===== src/shared/sfm_pkg.sv =====
// package of the upset monitor suite: register map, field layout,
// reset values, checksum walk and the bundles that travel between modules.
// assumes a 16-bit management register space and a 16-bit config readout.
`default_nettype none

package sfm_pkg;

	// ************************************************************
	// register offsets
	// ************************************************************
	localparam logic [15:0] ADDR_IRQ_MASK = 16'h01D7; // interrupt mask, pll status
	localparam logic [15:0] ADDR_FAULT_STAT = 16'h01D8; // fault status and state mask
	localparam logic [15:0] ADDR_PLL_CFG = 16'h01D9; // lock window, relock count, pin
	localparam logic [15:0] ADDR_TEMP_CTRL = 16'h01E8; // threshold, enable, status
	localparam logic [15:0] ADDR_TEMP_READ = 16'h01EA; // last sensor sample
	localparam logic [15:0] ADDR_PROT_EN = 16'h01EE; // config protection enables

	// ************************************************************
	// field positions
	// ************************************************************
	localparam int STATE_STAT_LSB = 0; // state fault status 11:0
	localparam int STATE_STAT_W = 12;
	localparam int STATE_HALF_W = 6; // mask bit 0 covers 5:0, bit 1 covers 11:6
	localparam int CFG_STAT_LSB = 12; // config fault status 14:12
	localparam int CFG_STAT_W = 3;
	localparam int CFG_BIT_CORR = 0; // ecc corrected a bit
	localparam int CFG_BIT_DET = 1; // ecc detected an error
	localparam int CFG_BIT_SUM = 2; // running checksum differs
	localparam int PROT_LSB = 7; // protection enables 9:7
	localparam int PROT_W = 3;
	localparam int PLL_MASK_BIT = 11; // loss-of-lock mask
	localparam int PLL_STAT_BIT = 12; // loss-of-lock status, read only
	localparam int PLL_WIN_LSB = 0; // phase error window 7:0
	localparam int PLL_CNT_LSB = 8; // relock count 14:8
	localparam int PLL_PIN_BIT = 15; // upset pin function select
	localparam int TEMP_EN_BIT = 8; // temperature watch enable
	localparam int TEMP_STAT_BIT = 15; // temperature fault status
	localparam logic [6:0] TEMP_PERCENT = 7'h64; // one hundred percent

	// ************************************************************
	// reset values
	// ************************************************************
	localparam logic [15:0] RST_IRQ_MASK = 16'hFFFF; // everything masked
	localparam logic [15:0] RST_PLL_CFG = 16'h2010; // window 16, relock 32, no pin
	localparam logic [7:0] RST_TEMP_THR = 8'h0A; // ten percent
	localparam logic [2:0] RST_PROT = 3'h0; // protection off
	localparam logic [1:0] RST_STATE_MASK = 2'h0; // state faults unmasked

	// ************************************************************
	// checksum walk
	// ************************************************************
	localparam int CFG_NUM = 32; // configuration registers covered
	localparam int CFG_AW = 5; // index width
	localparam logic [4:0] CFG_LAST = 5'h1F; // last index of the walk

	// ************************************************************
	// types
	// ************************************************************
	typedef enum logic [1:0] {
		CK_IDLE = 2'b00, // waiting for work
		CK_GOLD = 2'b01, // building the golden sum
		CK_RUN = 2'b10 // building a running sum
	} sfm_ck_mode_type;

	typedef struct packed {
		logic rd; // read strobe, one cycle
		logic wr; // write strobe, one cycle
		logic [15:0] addr; // register address
		logic [15:0] wdata; // write data
	} sfm_reg_req_type;

	typedef struct packed {
		logic valid; // read data valid, one cycle
		logic [15:0] data; // read data
	} sfm_reg_rsp_type;

	// rotate-left then xor: order sensitive, so a swapped pair shows
	function automatic logic [15:0] sfm_sum_step(input logic [15:0] acc, input logic [15:0] d);
		sfm_sum_step = {acc[14:0], acc[15]} ^ d;
	endfunction

endpackage : sfm_pkg

`default_nettype wire


===== src/hdl/sfm_checksum.sv =====
// checksum walker: reads every configuration register in address order.
// assumes cfg_data answers cfg_addr in the same cycle.
`default_nettype none

module sfm_checksum (
	input wire logic mclk, // core clock
	input wire logic sys_rst, // synchronous reset, high
	input wire logic start, // begin a walk, pulse
	input wire logic abort, // drop the walk, pulse
	input wire logic [15:0] cfg_data, // config word at cfg_addr
	output logic [sfm_pkg::CFG_AW-1:0] cfg_addr, // config index being read
	output logic done, // walk finished, pulse
	output logic [15:0] sum // finished checksum
);

	// ************************************************************
	// state
	// ************************************************************
	typedef struct packed {
		logic busy; // walk in progress
		logic [sfm_pkg::CFG_AW-1:0] idx; // current index
		logic [15:0] acc; // partial sum
		logic done; // finish pulse
		logic [15:0] sum; // held result
	} sfm_walk_type;

	sfm_walk_type st_ff;
	sfm_walk_type nxt_st;

	// next state of the walk
	always_comb begin
		nxt_st = st_ff;
		nxt_st.done = 1'b0;
		if (abort) begin
			// abort wins so a stopped check never reports
			nxt_st.busy = 1'b0;
			nxt_st.idx = '0;
		end else if (st_ff.busy) begin
			// same step and order for golden and running sums
			nxt_st.acc = sfm_pkg::sfm_sum_step(st_ff.acc, cfg_data);
			if (st_ff.idx == sfm_pkg::CFG_LAST) begin
				nxt_st.busy = 1'b0;
				nxt_st.done = 1'b1;
				nxt_st.sum = sfm_pkg::sfm_sum_step(st_ff.acc, cfg_data);
				nxt_st.idx = '0;
			end else begin
				nxt_st.idx = st_ff.idx + 1'b1; // walk by address
			end
		end else if (start) begin
			nxt_st.busy = 1'b1;
			nxt_st.idx = '0;
			nxt_st.acc = '0;
		end
	end

	// register the walk
	always_ff @(posedge mclk) begin
		if (sys_rst) begin
			st_ff <= '0;
		end else begin
			st_ff <= nxt_st;
		end
	end

	assign cfg_addr = st_ff.idx;
	assign done = st_ff.done;
	assign sum = st_ff.sum;

endmodule // sfm_checksum

`default_nettype wire


===== src/hdl/sfm_monitor.sv =====
// upset monitor suite: pcs state faults, config checksum watch,
// temperature jump watch and pll lock watch, with management registers.
// assumes all inputs synchronous to mclk; ref_tick marks reference cycles.
`default_nettype none

module sfm_monitor (
	input wire logic mclk, // core clock
	input wire logic sys_rst, // synchronous reset, high
	input wire sfm_pkg::sfm_reg_req_type reg_req, // management access
	output sfm_pkg::sfm_reg_rsp_type reg_rsp, // management read answer
	input wire logic [11:0] pcs_bad_trans, // illegal pcs transition seen, pulses
	input wire logic auto_recover, // recovery strap level
	input wire logic ecc_corrected, // ecc corrected a config bit, pulse
	input wire logic ecc_detected, // ecc found an error, pulse
	input wire logic management_lockout_input, // lockout level
	input wire logic [15:0] cfg_data, // config word at cfg_addr
	output logic [sfm_pkg::CFG_AW-1:0] cfg_addr, // config index being read
	input wire logic temp_valid, // new sensor sample, pulse
	input wire logic [15:0] temp_sample, // sensor sample
	input wire logic [7:0] pll_phase_err, // phase error magnitude
	input wire logic ref_tick, // one reference clock cycle, pulse
	output logic state_fault_irq_n, // state fault interrupt, low
	output logic cfg_fault_irq_n, // config fault interrupt, low
	output logic temperature_fault_irq_n, // temperature interrupt, low
	output logic upset_irq_n, // loss-of-lock on the upset pin, low
	output logic pll_locked, // lock indication
	output logic pcs_reset_req, // internal logic reset, pulse
	output logic cfg_restore_req // restore config defaults, pulse
);

	// ************************************************************
	// state
	// ************************************************************
	typedef struct packed {
		sfm_pkg::sfm_reg_rsp_type rsp; // read answer
		logic [11:0] state_stat; // sticky state faults
		logic [1:0] state_mask; // state fault masks
		logic [2:0] cfg_stat; // sticky config faults
		logic [2:0] prot_en; // protection enables
		logic [15:0] irq_mask; // interrupt mask register
		logic [15:0] pll_cfg; // window, relock count, pin select
		logic pll_lost; // sticky loss of lock
		logic pll_lock; // lock indication
		logic [6:0] pll_cnt; // aligned reference cycles
		logic [7:0] temp_thr; // jump threshold in percent
		logic temp_en; // temperature watch on
		logic temp_stat; // sticky temperature fault
		logic temp_have; // a reference sample exists
		logic [15:0] temp_last; // last sample
		logic [15:0] golden; // golden checksum
		logic golden_ok; // golden valid
		logic gold_pend; // golden build wanted
		sfm_pkg::sfm_ck_mode_type mode; // checksum controller
		logic lock_q; // lockout, last cycle
		logic chk_start; // walker start
		logic chk_abort; // walker abort
		logic state_irq_n; // state interrupt pin
		logic cfg_irq_n; // config interrupt pin
		logic temp_irq_n; // temperature interrupt pin
		logic upset_irq_n; // upset interrupt pin
		logic pcs_rst; // reset pulse
		logic cfg_rst; // restore pulse
	} sfm_mon_type;

	sfm_mon_type st_ff;
	sfm_mon_type nxt_st;

	logic chk_done; // walker finished
	logic [15:0] chk_sum; // walker result, the golden or the running checksum

	// ************************************************************
	// checksum walker
	// ************************************************************
	sfm_checksum u_checksum (
		.mclk(mclk),
		.sys_rst(sys_rst),
		.start(st_ff.chk_start),
		.abort(st_ff.chk_abort),
		.cfg_data(cfg_data),
		.cfg_addr(cfg_addr),
		.done(chk_done),
		.sum(chk_sum)
	);

	// ************************************************************
	// helpers
	// ************************************************************
	// true when a sample moved further than thr percent of the last one
	function automatic logic temp_jump(input logic [15:0] cur, input logic [15:0] last,
		input logic [7:0] thr);
		logic [15:0] diff;
		logic [23:0] lhs;
		logic [23:0] rhs;
		diff = (cur > last) ? (cur - last) : (last - cur);
		lhs = 24'(diff) * 24'(sfm_pkg::TEMP_PERCENT);
		rhs = 24'(last) * 24'(thr);
		temp_jump = lhs > rhs;
	endfunction

	// ************************************************************
	// next state
	// ************************************************************
	always_comb begin
		logic rd_fault;
		logic rd_mask;
		logic rd_temp;
		logic lock_rise;
		logic lock_fall;
		logic [2:0] cfg_evt;
		logic [11:0] state_unmask;
		logic [15:0] rdata;
		rd_fault = 1'b0;
		rd_mask = 1'b0;
		rd_temp = 1'b0;
		lock_rise = 1'b0;
		lock_fall = 1'b0;
		cfg_evt = '0;
		state_unmask = '0;
		rdata = '0;
		nxt_st = st_ff;
		nxt_st.rsp.valid = 1'b0;
		nxt_st.chk_start = 1'b0;
		nxt_st.chk_abort = 1'b0;
		nxt_st.pcs_rst = 1'b0;
		nxt_st.cfg_rst = 1'b0;

		// register reads: answer next cycle, some clear status
		if (reg_req.rd) begin
			case (reg_req.addr)
				sfm_pkg::ADDR_IRQ_MASK: begin
					rdata = st_ff.irq_mask;
					rdata[sfm_pkg::PLL_STAT_BIT] = st_ff.pll_lost;
					rd_mask = 1'b1;
				end
				sfm_pkg::ADDR_FAULT_STAT: begin
					rdata = {1'b0, st_ff.cfg_stat, st_ff.state_stat};
					rd_fault = 1'b1;
				end
				sfm_pkg::ADDR_PLL_CFG: begin
					rdata = st_ff.pll_cfg;
				end
				sfm_pkg::ADDR_TEMP_CTRL: begin
					rdata = {st_ff.temp_stat, 6'h00, st_ff.temp_en, st_ff.temp_thr};
					rd_temp = 1'b1;
				end
				sfm_pkg::ADDR_TEMP_READ: begin
					rdata = st_ff.temp_last;
				end
				sfm_pkg::ADDR_PROT_EN: begin
					rdata = {6'h00, st_ff.prot_en, 7'h00};
				end
				default: begin
					rdata = '0; // unmapped reads as zero
				end
			endcase
			nxt_st.rsp.valid = 1'b1;
			nxt_st.rsp.data = rdata;
		end

		// register writes
		if (reg_req.wr) begin
			case (reg_req.addr)
				sfm_pkg::ADDR_IRQ_MASK: begin
					nxt_st.irq_mask = reg_req.wdata;
				end
				sfm_pkg::ADDR_FAULT_STAT: begin
					nxt_st.state_mask = reg_req.wdata[1:0];
				end
				sfm_pkg::ADDR_PLL_CFG: begin
					nxt_st.pll_cfg = reg_req.wdata;
				end
				sfm_pkg::ADDR_TEMP_CTRL: begin
					nxt_st.temp_thr = reg_req.wdata[7:0];
					nxt_st.temp_en = reg_req.wdata[sfm_pkg::TEMP_EN_BIT];
				end
				sfm_pkg::ADDR_PROT_EN: begin
					nxt_st.prot_en = reg_req.wdata[sfm_pkg::PROT_LSB +: sfm_pkg::PROT_W];
				end
				default: begin
					nxt_st.prot_en = nxt_st.prot_en; // other addresses ignored
				end
			endcase
		end

		// pcs state faults: read clears, a new event wins
		nxt_st.state_stat = (rd_fault ? 12'h000 : st_ff.state_stat) | pcs_bad_trans;
		if (|pcs_bad_trans && auto_recover) begin
			nxt_st.pcs_rst = 1'b1;
		end
		state_unmask = {{sfm_pkg::STATE_HALF_W{~nxt_st.state_mask[1]}},
			{sfm_pkg::STATE_HALF_W{~nxt_st.state_mask[0]}}};
		// raised with or without recovery, held until the read or a write that masks it
		nxt_st.state_irq_n = ~|(nxt_st.state_stat & state_unmask);

		// lockout edges
		lock_rise = management_lockout_input && !st_ff.lock_q;
		lock_fall = !management_lockout_input && st_ff.lock_q;
		nxt_st.lock_q = management_lockout_input;

		// checksum controller
		case (st_ff.mode)
			sfm_pkg::CK_IDLE: begin
				if (st_ff.gold_pend || lock_rise) begin
					nxt_st.chk_start = 1'b1;
					nxt_st.gold_pend = 1'b0;
					nxt_st.mode = sfm_pkg::CK_GOLD;
				end else if (management_lockout_input && st_ff.golden_ok && st_ff.prot_en[2]) begin
					nxt_st.chk_start = 1'b1;
					nxt_st.mode = sfm_pkg::CK_RUN;
				end
			end
			sfm_pkg::CK_GOLD: begin
				if (chk_done) begin
					nxt_st.golden = chk_sum;
					nxt_st.golden_ok = 1'b1;
					nxt_st.mode = sfm_pkg::CK_IDLE;
				end
			end
			sfm_pkg::CK_RUN: begin
				if (chk_done) begin
					cfg_evt[sfm_pkg::CFG_BIT_SUM] = chk_sum != st_ff.golden;
					nxt_st.mode = sfm_pkg::CK_IDLE;
				end
			end
			default: begin
				nxt_st.mode = sfm_pkg::CK_IDLE;
			end
		endcase
		// a rise mid-walk restarts the golden build
		if (lock_rise && st_ff.mode != sfm_pkg::CK_IDLE) begin
			nxt_st.chk_abort = 1'b1;
			nxt_st.chk_start = 1'b0;
			nxt_st.gold_pend = 1'b1;
			nxt_st.mode = sfm_pkg::CK_IDLE;
		end
		// a fall drops the golden value and any walk
		if (lock_fall) begin
			nxt_st.golden = '0;
			nxt_st.golden_ok = 1'b0;
			nxt_st.chk_abort = 1'b1;
			nxt_st.chk_start = 1'b0;
			nxt_st.mode = sfm_pkg::CK_IDLE;
			cfg_evt[sfm_pkg::CFG_BIT_SUM] = 1'b0;
		end

		// config faults: ecc events gated by their enables
		cfg_evt[sfm_pkg::CFG_BIT_CORR] = ecc_corrected && st_ff.prot_en[0];
		cfg_evt[sfm_pkg::CFG_BIT_DET] = ecc_detected && st_ff.prot_en[1];
		nxt_st.cfg_stat = (rd_fault ? 3'h0 : st_ff.cfg_stat) | cfg_evt;
		if ((cfg_evt[sfm_pkg::CFG_BIT_SUM] || cfg_evt[sfm_pkg::CFG_BIT_DET]) && auto_recover) begin
			nxt_st.cfg_rst = 1'b1;
		end
		nxt_st.cfg_irq_n = ~|nxt_st.cfg_stat;

		// temperature: compare each sample with the one before
		if (temp_valid) begin
			if (st_ff.temp_en && st_ff.temp_have &&
				temp_jump(temp_sample, st_ff.temp_last, st_ff.temp_thr)) begin
				nxt_st.temp_stat = 1'b1;
			end else if (rd_temp) begin
				nxt_st.temp_stat = 1'b0;
			end
			nxt_st.temp_last = temp_sample;
			nxt_st.temp_have = 1'b1;
		end else if (rd_temp) begin
			nxt_st.temp_stat = 1'b0;
		end
		nxt_st.temp_irq_n = ~nxt_st.temp_stat;

		// pll lock detector
		if (pll_phase_err > st_ff.pll_cfg[sfm_pkg::PLL_WIN_LSB +: 8]) begin
			nxt_st.pll_lock = 1'b0;
			nxt_st.pll_cnt = '0;
			nxt_st.pll_lost = st_ff.pll_lock || (st_ff.pll_lost && !rd_mask);
		end else begin
			if (rd_mask) begin
				nxt_st.pll_lost = 1'b0;
			end
			if (!st_ff.pll_lock && ref_tick) begin
				if (st_ff.pll_cnt == st_ff.pll_cfg[sfm_pkg::PLL_CNT_LSB +: 7]) begin
					nxt_st.pll_lock = 1'b1;
				end else begin
					nxt_st.pll_cnt = st_ff.pll_cnt + 1'b1;
				end
			end
		end
		// only out when unmasked and the pin function is selected
		nxt_st.upset_irq_n = ~(nxt_st.pll_lost && !nxt_st.irq_mask[sfm_pkg::PLL_MASK_BIT] &&
			nxt_st.pll_cfg[sfm_pkg::PLL_PIN_BIT]);
	end

	// ************************************************************
	// registers
	// ************************************************************
	always_ff @(posedge mclk) begin
		if (sys_rst) begin
			st_ff <= '0;
			st_ff.state_mask <= sfm_pkg::RST_STATE_MASK;
			st_ff.prot_en <= sfm_pkg::RST_PROT;
			st_ff.irq_mask <= sfm_pkg::RST_IRQ_MASK;
			st_ff.pll_cfg <= sfm_pkg::RST_PLL_CFG;
			st_ff.temp_thr <= sfm_pkg::RST_TEMP_THR;
			st_ff.gold_pend <= 1'b1; // golden build after power-on
			st_ff.mode <= sfm_pkg::CK_IDLE;
			st_ff.state_irq_n <= 1'b1;
			st_ff.cfg_irq_n <= 1'b1;
			st_ff.temp_irq_n <= 1'b1;
			st_ff.upset_irq_n <= 1'b1;
		end else begin
			st_ff <= nxt_st;
		end
	end

	// ************************************************************
	// outputs, all from flip-flops
	// ************************************************************
	assign reg_rsp = st_ff.rsp;
	assign state_fault_irq_n = st_ff.state_irq_n;
	assign cfg_fault_irq_n = st_ff.cfg_irq_n;
	assign temperature_fault_irq_n = st_ff.temp_irq_n;
	assign upset_irq_n = st_ff.upset_irq_n;
	assign pll_locked = st_ff.pll_lock;
	assign pcs_reset_req = st_ff.pcs_rst;
	assign cfg_restore_req = st_ff.cfg_rst;

endmodule // sfm_monitor

`default_nettype wire


===== config.mk =====
export PLATFORM = sky130hd
export DESIGN_NAME = sfm_monitor
export DESIGN_NICKNAME = d
export VERILOG_FILES = /design/src/shared/sfm_pkg.sv /design/src/hdl/sfm_checksum.sv /design/src/hdl/sfm_monitor.sv
export SDC_FILE = /design/constraint.sdc
export NUM_CORES = 1
export LEC_CHECK = 0
export BUFFER_PORTS_ARGS = -buffer_cell sky130_fd_sc_hd__buf_2
export CAP_MARGIN = 10
export CORE_MARGIN = 2
export CORE_UTILIZATION = 50
export DETAILED_ROUTE_END_ITERATION = 16
export HOLD_SLACK_MARGIN = 0.1
export PLACE_DENSITY = 0.8
export SKIP_LAST_GASP = 1
export SYNTH_ARGS = -nofsm -noshare
export SYNTH_HDL_FRONTEND = slang
export SYNTH_SLANG_ARGS = --single-unit

===== constraint.sdc =====
create_clock -name mclk -period 21.1 [get_ports mclk]
set_clock_uncertainty 0.15 [all_clocks]
set_input_delay 3.165 -clock mclk [delete_from_list [all_inputs] [get_ports mclk]]
set_output_delay 3.165 -clock mclk [all_outputs]
set_load 0.05 [all_outputs]

==> flow_metrics.env, run 1 <==
export IMPL_gp_congestion=0.905
export IMPL_synth_warning_count=0
export IMPL_numCtsBuffers=17
export IMPL_gr_total_overflow=0
export IMPL_groute_usage_overall_pct=25.7
export IMPL_maxSlewHeadroom_pct=27.3
export IMPL_yosysMostFrequentCell="sky130_fd_sc_hd__nand2_1"
export IMPL_grt_pass1_wl_um=65100
export IMPL_drt_pre_antenna_iters=5
export IMPL_synth_fp_nets=2152
export IMPL_wirelength_um=39400
export IMPL_power_density_nw_per_um2=101
export IMPL_route_detailed_drc=0
export IMPL_cts_sinks=172
export IMPL_netlist_top_cells_count="sky130_fd_sc_hd__nand2_1, sky130_fd_sc_hd__inv_1, sky130_fd_sc_hd__dfxtp_1"
export IMPL_core_area_um2=29600
export IMPL_critical_path_endpoint_type="register"
export IMPL_clock_root_cell="sky130_fd_sc_hd__clkbuf_16"
export IMPL_die_area_um2=31400
export IMPL_ir_drop_mv=0.0728
export IMPL_run_status="completed"
export IMPL_dr_first_iter_drc_count=924
export IMPL_worst_path_max_fanout=14
export IMPL_p_leak_nw=7.70
export IMPL_tns_ns=0
export IMPL_synth_seq_area_share_pct=23.0
export IMPL_synth_top_cells_by_area="sky130_fd_sc_hd__dfxtp_1, sky130_fd_sc_hd__ha_1, sky130_fd_sc_hd__fa_1"
export IMPL_dp_hpwl_um=30300
export IMPL_final_setup_violation_count=0
export IMPL_fillerInstances=2689
export IMPL_drv_max_cap_violation_count=0
export IMPL_cts_hold_buffers=0
export IMPL_i_o_pin_count=123
export IMPL_detail_route_antenna_nets=0
export IMPL_layout_nets=2190
export IMPL_clk_pin_slew_ns=0.07
export IMPL_timing_critical_path_from_type="input port"
export IMPL_min_delay_path_class="register to register"
export IMPL_fp_dieH_um=177
export IMPL_cells_after_dpl=2208
export IMPL_synth_flop_cell="sky130_fd_sc_hd__dfxtp_1"
export IMPL_routed_via_density=5.74
export IMPL_cts_tree="done"
export IMPL_cts_root_to_sink_buffers=2
export IMPL_grt_max_degree=75
export IMPL_timing_worst_slew_pin_value_ns=1.08
export IMPL_cts_htree_levels=4
export IMPL_final_min_period_over_clock_period_pct=48.4
export IMPL_yosys_cell_types_count=76
export IMPL_finalMaxSlewViolations=0
export IMPL_final_cell_count_without_fillers=2240
export IMPL_worst_path_max_delay_cell="sky130_fd_sc_hd__a21oi_2"
export IMPL_achievable_frequency_mhz=97.9
export IMPL_via_count_of_the_first_global_routing_pass=13217
export IMPL_number_of_hold_slack_violations_in_the_final_timing_report=0
export IMPL_yosys_area_top_type="sky130_fd_sc_hd__dfxtp_1"
export IMPL_cpMostUsedCell="sky130_fd_sc_hd__ha_1"
export IMPL_post_cts_resized_instances=0
export IMPL_area_of_the_mapped_netlist_um2=15000
export IMPL_floorplan_initialDensity_pct=50.7
export IMPL_worst_endpoint_arrival_ns=10.39
export IMPL_rsz_0062_raised_after_global_routing="no"
export IMPL_cp_startpoint="temp_sample[3]"
export IMPL_antenna_found_initial=1
export IMPL_relative_area_change_from_synthesis_to_final_layout_pct=8.36
export IMPL_highest_layer="met4"
export IMPL_worstHoldPathCells=2
export IMPL_routed_wl_met3_um=2570
export IMPL_synth_enable_flop_cells=0
export IMPL_path_class="input port to register"
export IMPL_clk_latency_ns=0.44
export IMPL_synthesized_netlist_cell_count=1799
export IMPL_synth_async_reset_ratio_pct=0
export IMPL_route_met2_wl_um=19200
export IMPL_crit_required_ns=21.27
export IMPL_wl_met1_um=16400
export IMPL_synth_top_area_share_pct=23.0
export IMPL_yosys_register_bits=172
export IMPL_number_of_buffers_added_for_setup_after_cts=0
export IMPL_critPathMaxStageDelay_ns=0.62
export IMPL_die_width_um=177
export IMPL_post_dr_wirelength_cell_um=17.6
export IMPL_drive_gt1_share_pct=9.57
export IMPL_route_vias_total=12852
export IMPL_antennaDiodeCount=0
export IMPL_launch_point_of_the_worst_hold_path="reg_rsp[4]"
export IMPL_average_instance_area_after_synthesis_um2=8.33
export IMPL_worst_r2r_startpoint="st_ff[38]"
export IMPL_reg2regPathDepth=27
export IMPL_buffer_ports_inserted=122
export IMPL_rows=63
export IMPL_period_minus_slack_ns=10.22
==> cells in the final DEF, fill, tap and decap left out, types with 49 or more instances in the layout <==
cell type / count
sky130_fd_sc_hd__nand2_1: 236
sky130_fd_sc_hd__dfxtp_1: 172
sky130_fd_sc_hd__a21oi_1: 123
sky130_fd_sc_hd__nor2_1: 123
sky130_fd_sc_hd__inv_1: 195
sky130_fd_sc_hd__buf_2: 121
sky130_fd_sc_hd__ha_1: 162
sky130_fd_sc_hd__and2_1: 70
sky130_fd_sc_hd__xor2_1: 49
sky130_fd_sc_hd__fa_1: 97
sky130_fd_sc_hd__xnor2_1: 50
==> stage by stage <==
| step | worst slack, ns | hold WS [ns] | power (mW) | util (%) | cell area [um2] |
|---|---|---|---|---|---|
| global route | 10.36 | 0.325 | 1.80 | 54.9 | 16200 |
| global placement | 10.84 | 0.290 | 1.25 | 52.8 | 15600 |
| floorplan | 11.90 | 0.278 | 1.09 | - | 15000 |
| CTS | 11.01 | 0.304 | 1.63 | 54.9 | 16200 |
| finish | 10.88 | 0.301 | 1.64 | 54.9 | 16200 |
| detailed placement | 10.58 | 0.294 | 1.30 | 52.8 | 15600 |
==> worst max-delay path, delay by kind of cell <==
kind / cells / cell delay (ns)
compound gates: 12 / 3.07
xor+xnor: 2 / 0.41
buf+inv: 4 / 0.24
fa+ha+maj: 6 / 2.22
simple gates: 4 / 0.80
mux: 1 / 0.44
==> logic make-up (layout without fill, tap and decap cells) <==
| group | Yosys count | count (layout) | share of synthesized area [%] |
|---|---|---|---|
| simple gates | 590 | 590 | 18.9 |
| fa+ha+maj | 259 | 259 | 26.5 |
| xor+xnor | 99 | 99 | 5.79 |
| flops | 172 | 172 | 23.0 |
| mux | 47 | 47 | 3.18 |
| compound gates | 330 | 330 | 14.4 |
| buf+inv | 302 | 353 | 8.23 |
==> routing by layer <==
metal / vias to the layer above / track usage [%]
li1: 6058 / -
met3: 88 / 4.04
met4: 0 / 9.13
met2: 456 / 44.0
met5: - / 0
met1: 6250 / 32.7
==> cell type report <==
type                       count  area, um2  share of cell area (%)
timing repair buffer         126        643                    3.96
inverter                     195        732                    4.51
tap                          390        488                    3.01
clock inverter                14        184                    1.13
clock buffer                  18        439                    2.70
sequential                   172       3440                    21.2
multi-input combinational   1325      10300                    63.5
==> sequential cells by signal (all words and copies together) (netlist names) <==
name,flops
cfg_fault_irq_n,1
st_ff,109
upset_irq_n,1
u_checksum.done,1
u_checksum.cfg_addr,5
reg_rsp,17
u_checksum.st_ff,17
state_fault_irq_n,1
cfg_restore_req,1
pcs_reset_req,1
u_checksum.sum,16
temperature_fault_irq_n,1
pll_locked,1
==> report_power, final <==
part,switching (mW),internal (mW)
combinational,0.545,0.420
sequential,0.0137,0.332
clock,0.155,0.174
==> final timing paths <==
kind / endpoint / slack, ns
setup / recovery: st_ff[46] / 10.88
hold / removal: reg_rsp[4] / 0.30
setup reg to reg: st_ff[46] / 13.12
hold reg to reg: reg_rsp[4] / 0.30
(Power assumes the default switching activity.)
==> run 2, diff against run 1 <==
--- a/config.mk
+++ b/config.mk
@@ -5,13 +5,14 @@
 export SDC_FILE = /design/constraint.sdc
 export NUM_CORES = 1
 export LEC_CHECK = 0
+export ABC_AREA = 1
 export BUFFER_PORTS_ARGS = -buffer_cell sky130_fd_sc_hd__buf_2
 export CAP_MARGIN = 10
 export CORE_MARGIN = 2
 export CORE_UTILIZATION = 50
 export DETAILED_ROUTE_END_ITERATION = 16
 export HOLD_SLACK_MARGIN = 0.1
-export PLACE_DENSITY = 0.8
+export PLACE_DENSITY = 0.82
 export SKIP_LAST_GASP = 1
 export SYNTH_ARGS = -nofsm -noshare
 export SYNTH_HDL_FRONTEND = slang
==> constraint.sdc (replaced) <==
create_clock -name mclk -period 9.3 [get_ports mclk]
set_clock_uncertainty 0.15 [all_clocks]
set_input_delay 1.395 -clock mclk [delete_from_list [all_inputs] [get_ports mclk]]
set_output_delay 1.395 -clock mclk [all_outputs]
set_load 0.05 [all_outputs]
==> run 2 against run 1 <==
  * Via count rose by 11%
  * Die area increased by 4.9%
  * Register-to-register slack lost 11 ns
  * Final area increased by 4.3%
  * Largest cell class unchanged
==> flow_metrics.env, run 2 <==
export IMPL_cts_hold_buffers=0
export IMPL_worst_endpoint_arrival_ns=7.32
export IMPL_synthesized_netlist_cell_count=2228
export IMPL_worst_path_max_fanout=20
export IMPL_post_dr_wirelength_cell_um=15.4
export IMPL_reg2regPathDepth=38
export IMPL_run_status="completed"
export IMPL_numCtsBuffers=17
export IMPL_via_count_of_the_first_global_routing_pass=14111
export IMPL_gr_total_overflow=0
export IMPL_tns_ns=0
export IMPL_antenna_found_initial=1
export IMPL_average_instance_area_after_synthesis_um2=7.07
export IMPL_yosysMostFrequentCell="sky130_fd_sc_hd__nand2_1"
export IMPL_gp_congestion=0.942
export IMPL_min_delay_path_class="register to register"
export IMPL_drt_pre_antenna_iters=5
export IMPL_i_o_pin_count=123
export IMPL_maxSlewHeadroom_pct=25.7
export IMPL_synth_top_cells_by_area="sky130_fd_sc_hd__dfxtp_1, sky130_fd_sc_hd__ha_1, sky130_fd_sc_hd__fa_1"
export IMPL_area_occupied_by_multi_input_gates_um2=10100
export IMPL_synth_flop_cell="sky130_fd_sc_hd__dfxtp_1"
export IMPL_route_vias_total=14316
export IMPL_fp_dieH_um=181
export IMPL_final_setup_violation_count=0
export IMPL_routed_via_density=5.35
export IMPL_number_of_hold_slack_violations_in_the_final_timing_report=0
export IMPL_largest_register_ff_count=109
export IMPL_rows=64
export IMPL_timing_critical_path_from_type="input port"
export IMPL_groute_usage_overall_pct=25.5
export IMPL_ir_drop_mv=0.233
export IMPL_cpMostUsedCell="sky130_fd_sc_hd__nand2_1"
export IMPL_synth_warning_count=0
export IMPL_fillerInstances=2852
export IMPL_synth_async_reset_ratio_pct=0
export IMPL_synth_top_area_share_pct=21.9
export IMPL_floorplan_initialDensity_pct=51.1
export IMPL_cts_sinks=172
export IMPL_relative_area_change_from_synthesis_to_final_layout_pct=7.61
export IMPL_final_min_period_over_clock_period_pct=77.2
export IMPL_max_flop_register="st_ff"
export IMPL_finalMaxSlewViolations=0
export IMPL_yosys_register_bits=172
export IMPL_layout_nets=2624
export IMPL_buffer_ports_inserted=122
export IMPL_die_area_um2=32900
export IMPL_period_minus_slack_ns=7.18
export IMPL_worst_path_max_delay_cell="sky130_fd_sc_hd__fa_1"
export IMPL_route_detailed_drc=0
export IMPL_crit_required_ns=9.45
export IMPL_yosys_area_top_type="sky130_fd_sc_hd__dfxtp_1"
export IMPL_dr_first_iter_drc_count=938
export IMPL_die_width_um=181
export IMPL_rsz_0062_raised_after_global_routing="no"
export IMPL_yosys_cell_types_count=51
export IMPL_synth_enable_flop_cells=0
export IMPL_dp_hpwl_um=32900
export IMPL_path_class="input port to register"
export IMPL_register_area_um2=3440
export IMPL_core_area_um2=30800
export IMPL_achievable_frequency_mhz=139
export IMPL_most_common_layout_cells="sky130_fd_sc_hd__nand2_1, sky130_fd_sc_hd__inv_1, sky130_fd_sc_hd__a21oi_1"
export IMPL_drv_max_cap_violation_count=0
export IMPL_mostFrequentLayoutCell="sky130_fd_sc_hd__nand2_1"
export IMPL_post_route_cell_area_um2=16900
export IMPL_cts_root_to_sink_buffers=2
export IMPL_post_cts_resized_instances=0
export IMPL_netlist_top_cells_count="sky130_fd_sc_hd__nand2_1, sky130_fd_sc_hd__inv_1, sky130_fd_sc_hd__a21oi_1"
export IMPL_clk_pin_slew_ns=0.06
export IMPL_critical_path_endpoint_type="register"
export IMPL_timing_worst_slew_pin_value_ns=1.11
export IMPL_power_density_nw_per_um2=215
export IMPL_clk_latency_ns=0.44
export IMPL_grt_pass1_wl_um=68600
export IMPL_grt_max_degree=80
export IMPL_cts_htree_levels=4
export IMPL_worstHoldPathCells=2
export IMPL_antennaDiodeCount=0
export IMPL_dpl_instance_area_um2=16400
export IMPL_p_leak_nw=8.99
export IMPL_detail_route_antenna_nets=0
export IMPL_area_of_the_mapped_netlist_um2=15700
export IMPL_number_of_buffers_added_for_setup_after_cts=0
export IMPL_synth_fp_nets=2581
export IMPL_clock_root_cell="sky130_fd_sc_hd__clkbuf_16"
export IMPL_drive_gt1_share_pct=8.28
export IMPL_critPathMaxStageDelay_ns=0.54
export IMPL_synth_seq_area_share_pct=21.9
export IMPL_cts_tree="done"
export IMPL_wirelength_um=41200
run 2: cell count changes after synthesis, sizes merged, moves of 27 or more:
cell | before | now
o21ai | 49 | 127
nor2 | 123 | 156
nand2 | 236 | 490
a22oi | 31 | 1
and2 | 70 | 1
xnor2 | 50 | 23
inv | 195 | 451
nand2b | 33 | 0
a21oi | 124 | 179
mux2i | 42 | 2
nand3 | 23 | 69
run 2: report_power, final:
| group | internal [mW] | switching [mW] |
|---|---|---|
| combinational | 0.842 | 1.29 |
| sequential | 0.768 | 0.0363 |
| clock | 0.416 | 0.292 |
| total | 2.03 | 1.62 |
run 2: routing by layer:
metal  vias to the layer above  part of all wire, %  track usage [%]
met2                       497                   47             43.2
met4                         0                  3.2             9.01
met1                      6692                   43             32.9
met3                        93                  6.8             4.01
li1                       7034                    -                -
met5                         -                    0                0
run 2: area by class of cell:
type / count / share of cell area, %
flip-flops and latches: 172 / 20.3
inverters: 453 / 10.0
multi-input cells: 1502 / 59.6
well taps: 396 / 2.92
clock buffers: 25 / 3.10
repair buffers: 125 / 3.74
clock inverters: 5 / 0.318
run 2: final timing paths:
path | startpoint | endpoint | slack (ns)
worst max-delay path | temp_sample[0] | temperature_fault_irq_n | 2.12
worst min-delay path | reg_rsp[4] | reg_rsp[4] | 0.31
worst max register to register | st_ff[30] | temperature_fault_irq_n | 2.54
worst min register to register | reg_rsp[4] | reg_rsp[4] | 0.31
run 2: kinds of logic (layout without fill, tap and decap cells):
logic type                 after synthesis  in the layout  share of synthesized area, %
DFF                                    172            172                          21.9
buffers and inverters                  554            608                          14.0
AOI/OAI and AO/OA                      382            382                          13.4
muxes                                    2              2                         0.127
adders and majority gates              259            259                          25.2
and+or+nand+nor                        771            771                          20.5
xor gates and xnor gates                88             88                          4.90
run 2: metrics by stage:
| step | hold slack, ns | total power [mW] | util, % | instances | setup WS, ns |
|---|---|---|---|---|---|
| floorplan | 0.283 | 2.48 | - | 2228 | 2.63 |
| global placement | 0.303 | 2.87 | 53.1 | 2648 | 1.91 |
| detailed placement | 0.303 | 2.93 | 53.1 | 2648 | 1.73 |
| CTS | 0.317 | 3.65 | 54.9 | 2678 | 2.18 |
| global route | 0.332 | 4.04 | 54.9 | 2678 | 1.44 |
| finish | 0.313 | 3.64 | 54.9 | 2678 | 2.12 |
run 2: worst max-delay path: cells and delay by family:
family | cells | cell delay (ns)
buf+inv | 9 | 0.87
fa+ha+maj | 7 | 2.33
simple gates | 19 | 1.57
xor+xnor | 1 | 0.18
compound gates | 5 | 0.99
==> run 3, diff against run 2 <==
--- a/config.mk
+++ b/config.mk
@@ -12,7 +12,7 @@
 export CORE_UTILIZATION = 50
 export DETAILED_ROUTE_END_ITERATION = 16
 export HOLD_SLACK_MARGIN = 0.1
-export PLACE_DENSITY = 0.82
+export PLACE_DENSITY = 0.79
 export SKIP_LAST_GASP = 1
 export SYNTH_ARGS = -nofsm -noshare
 export SYNTH_HDL_FRONTEND = slang
==> constraint.sdc (replaced) <==
create_clock -name mclk -period 6.8 [get_ports mclk]
set_clock_uncertainty 0.15 [all_clocks]
set_input_delay 1.02 -clock mclk [delete_from_list [all_inputs] [get_ports mclk]]
set_output_delay 1.02 -clock mclk [all_outputs]
set_load 0.05 [all_outputs]
==> run 3 against run 2 <==
  * Clock power grew 41%
  * Hold slack gained 0.0015 ns
  * Sequential cell count is the same
  * Cell count grew 1.2%
  * Power grew 42%
  * Core utilization grew 0.88 points
  * Wire length grew 1.7%
  * Sequential share of layout area shrank 0.32 points
  * Largest cell class unchanged
==> flow_metrics.env, run 3 (synthesized netlist as in run 2, its figures left out) <==
export IMPL_final_setup_violation_count=0
export IMPL_clk_pin_slew_ns=0.07
export IMPL_fp_dieH_um=181
export IMPL_fillerInstances=2821
export IMPL_path_class="input port to register"
export IMPL_max_flop_register="st_ff"
export IMPL_gp_congestion=0.917
export IMPL_via_count_of_the_first_global_routing_pass=14065
export IMPL_core_area_um2=30800
export IMPL_die_width_um=181
export IMPL_power_density_nw_per_um2=300
export IMPL_rows=64
export IMPL_min_delay_path_class="register to register"
export IMPL_worst_r2r_startpoint="st_ff[35]"
export IMPL_drv_max_cap_violation_count=0
export IMPL_hold_end="reg_rsp[14]"
export IMPL_register_area_um2=3440
export IMPL_endpoint_of_the_lowest_slack_register_to_register_path="temperature_fault_irq_n"
export IMPL_drt_pre_antenna_iters=5
export IMPL_reg2regPathDepth=32
export IMPL_routed_wl_met3_um=3140
export IMPL_period_minus_slack_ns=6.32
export IMPL_path_buf_inv=7
export IMPL_die_area_um2=32900
export IMPL_routed_via_density=5.33
export IMPL_highest_layer="met4"
export IMPL_critical_path_endpoint_type="register"
export IMPL_finalMaxSlewViolations=0
export IMPL_final_min_period_over_clock_period_pct=92.9
export IMPL_numCtsBuffers=17
export IMPL_holdWs_ns=0.315
export IMPL_critPathMaxStageDelay_ns=0.51
export IMPL_dr_first_iter_drc_count=967
export IMPL_cts_sinks=172
export IMPL_drive_gt1_share_pct=9.77
export IMPL_cts_tree="done"
export IMPL_ir_drop_mv=0.309
export IMPL_grt_pass1_wl_um=68800
export IMPL_r2r_setup_slack_ns=0.58
export IMPL_buffer_ports_inserted=122
export IMPL_most_common_layout_cells="sky130_fd_sc_hd__nand2_1, sky130_fd_sc_hd__inv_1, sky130_fd_sc_hd__a21oi_1"
export IMPL_wirelength_um=41900
export IMPL_timing_worst_slew_pin_value_ns=1.16
export IMPL_worst_path_max_fanout=10
export IMPL_relative_area_change_from_synthesis_to_final_layout_pct=9.34
export IMPL_achievable_frequency_mhz=158
export IMPL_clock_root_cell="sky130_fd_sc_hd__clkbuf_16"
export IMPL_wl_met1_um=18000
export IMPL_groute_usage_overall_pct=25.8
export IMPL_largest_register_ff_count=109
export IMPL_layout_nets=2653
export IMPL_post_dr_wirelength_cell_um=15.5
export IMPL_grt_max_degree=63
export IMPL_i_o_pin_count=123
export IMPL_post_route_cell_area_um2=17200
export IMPL_route_vias_total=14436
export IMPL_run_status="completed"
export IMPL_gr_total_overflow=0
export IMPL_layout_core_utilization_pct=55.8
export IMPL_detail_route_antenna_nets=0
export IMPL_cpLargestDelayFamily="adder cells"
export IMPL_clk_latency_ns=0.44
export IMPL_worst_path_max_delay_cell="sky130_fd_sc_hd__fa_1"
export IMPL_antenna_found_initial=0
export IMPL_antennaDiodeCount=0
export IMPL_maxSlewHeadroom_pct=22.3
export IMPL_route_detailed_drc=0
export IMPL_launch_point_of_the_worst_hold_path="reg_rsp[14]"
export IMPL_area_occupied_by_multi_input_gates_um2=10100
export IMPL_crit_required_ns=6.96
export IMPL_dp_hpwl_um=33400
export IMPL_rsz_0062_raised_after_global_routing="no"
export IMPL_mostFrequentLayoutCell="sky130_fd_sc_hd__nand2_1"
export IMPL_route_met2_wl_um=19300
export IMPL_timing_critical_path_from_type="input port"
export IMPL_dpl_instance_area_um2=16600
export IMPL_worst_endpoint_arrival_ns=6.48
export IMPL_cts_htree_levels=4
export IMPL_number_of_buffers_added_for_setup_after_cts=0
export IMPL_number_of_hold_slack_violations_in_the_final_timing_report=0
export IMPL_cpMostUsedCell="sky130_fd_sc_hd__nand2_1"
export IMPL_cts_hold_buffers=0
export IMPL_p_leak_nw=9.14
export IMPL_worstHoldPathCells=2
export IMPL_floorplan_initialDensity_pct=51.1
export IMPL_cts_root_to_sink_buffers=2
run 3: changes by cell type in the layout (fill, tap and decap cells not counted), moves of 2 or more:
cell,before,now
sky130_fd_sc_hd__buf_4,3,31
sky130_fd_sc_hd__clkbuf_8,7,3
sky130_fd_sc_hd__clkinvlp_4,0,4
sky130_fd_sc_hd__inv_6,1,3
sky130_fd_sc_hd__o21ai_2,2,4
run 3: per-stage QoR:
step | setup slack, ns | total power [mW] | setup TNS [ns] | instances
2_1_floorplan | 0.501 | 3.39 | 0 | 2228
3_3_place_gp | 0.123 | 3.99 | 0 | 2677
3_5_place_dp | -0.0756 | 4.10 | -0.102 | 2677
4_1_cts | 0.380 | 5.12 | 0 | 2709
5_1_grt | 0.00180 | 5.70 | 0 | 2709
6_report | 0.482 | 5.17 | 0 | 2709
run 3: how the worst max path moves through the flow:
stage	endpoint	slack, ns	cells after the start	from
after global placement	temperature_fault_irq_n	0.12	40	temp_sample[0]
after CTS	temperature_fault_irq_n	0.38	41	temp_sample[0]
after detailed placement	temperature_fault_irq_n	-0.08	41	temp_sample[0]
after floorplan	temperature_fault_irq_n	0.50	40	temp_sample[0]
final	temperature_fault_irq_n	0.48	39	temp_sample[0]
after global routing	temperature_fault_irq_n	0.002	39	temp_sample[0]
run 3: final cells by class:
| cell class | instances | area share [%] |
|---|---|---|
| clock inverter | 12 | 0.785 |
| timing repair buffer | 154 | 5.02 |
| clock buffer | 20 | 2.71 |
| tap | 396 | 2.88 |
| sequential | 172 | 20.0 |
| multi-input combinational | 1502 | 58.7 |
| inverter | 453 | 9.88 |
run 3: worst min-delay path, delay by kind of cell (launching register included):
family	cells	cell delay [ns]
AND/OR/NAND/NOR	1	0.06
flip-flops	1	0.31
AO/OA/AOI/OAI	1	0.05
run 3: per-layer routing:
layer  up-vias  global-route usage (%)
li1       7076                       -
met1      6732                    33.4
met2       553                    42.8
met3        75                    4.67
met4         0                    10.4
met5         -                       0
run 3: power by group:
group | switching, mW | internal (mW)
Combinational | 1.85 | 1.23
Sequential | 0.0347 | 1.05
Clock | 0.429 | 0.573
Total | 2.32 | 2.85
run 3: timing repair:
item,CTS,global route
endpoints found under the setup margin,0,2
gates resized for setup,0,7
endpoints found under the hold margin,0,0
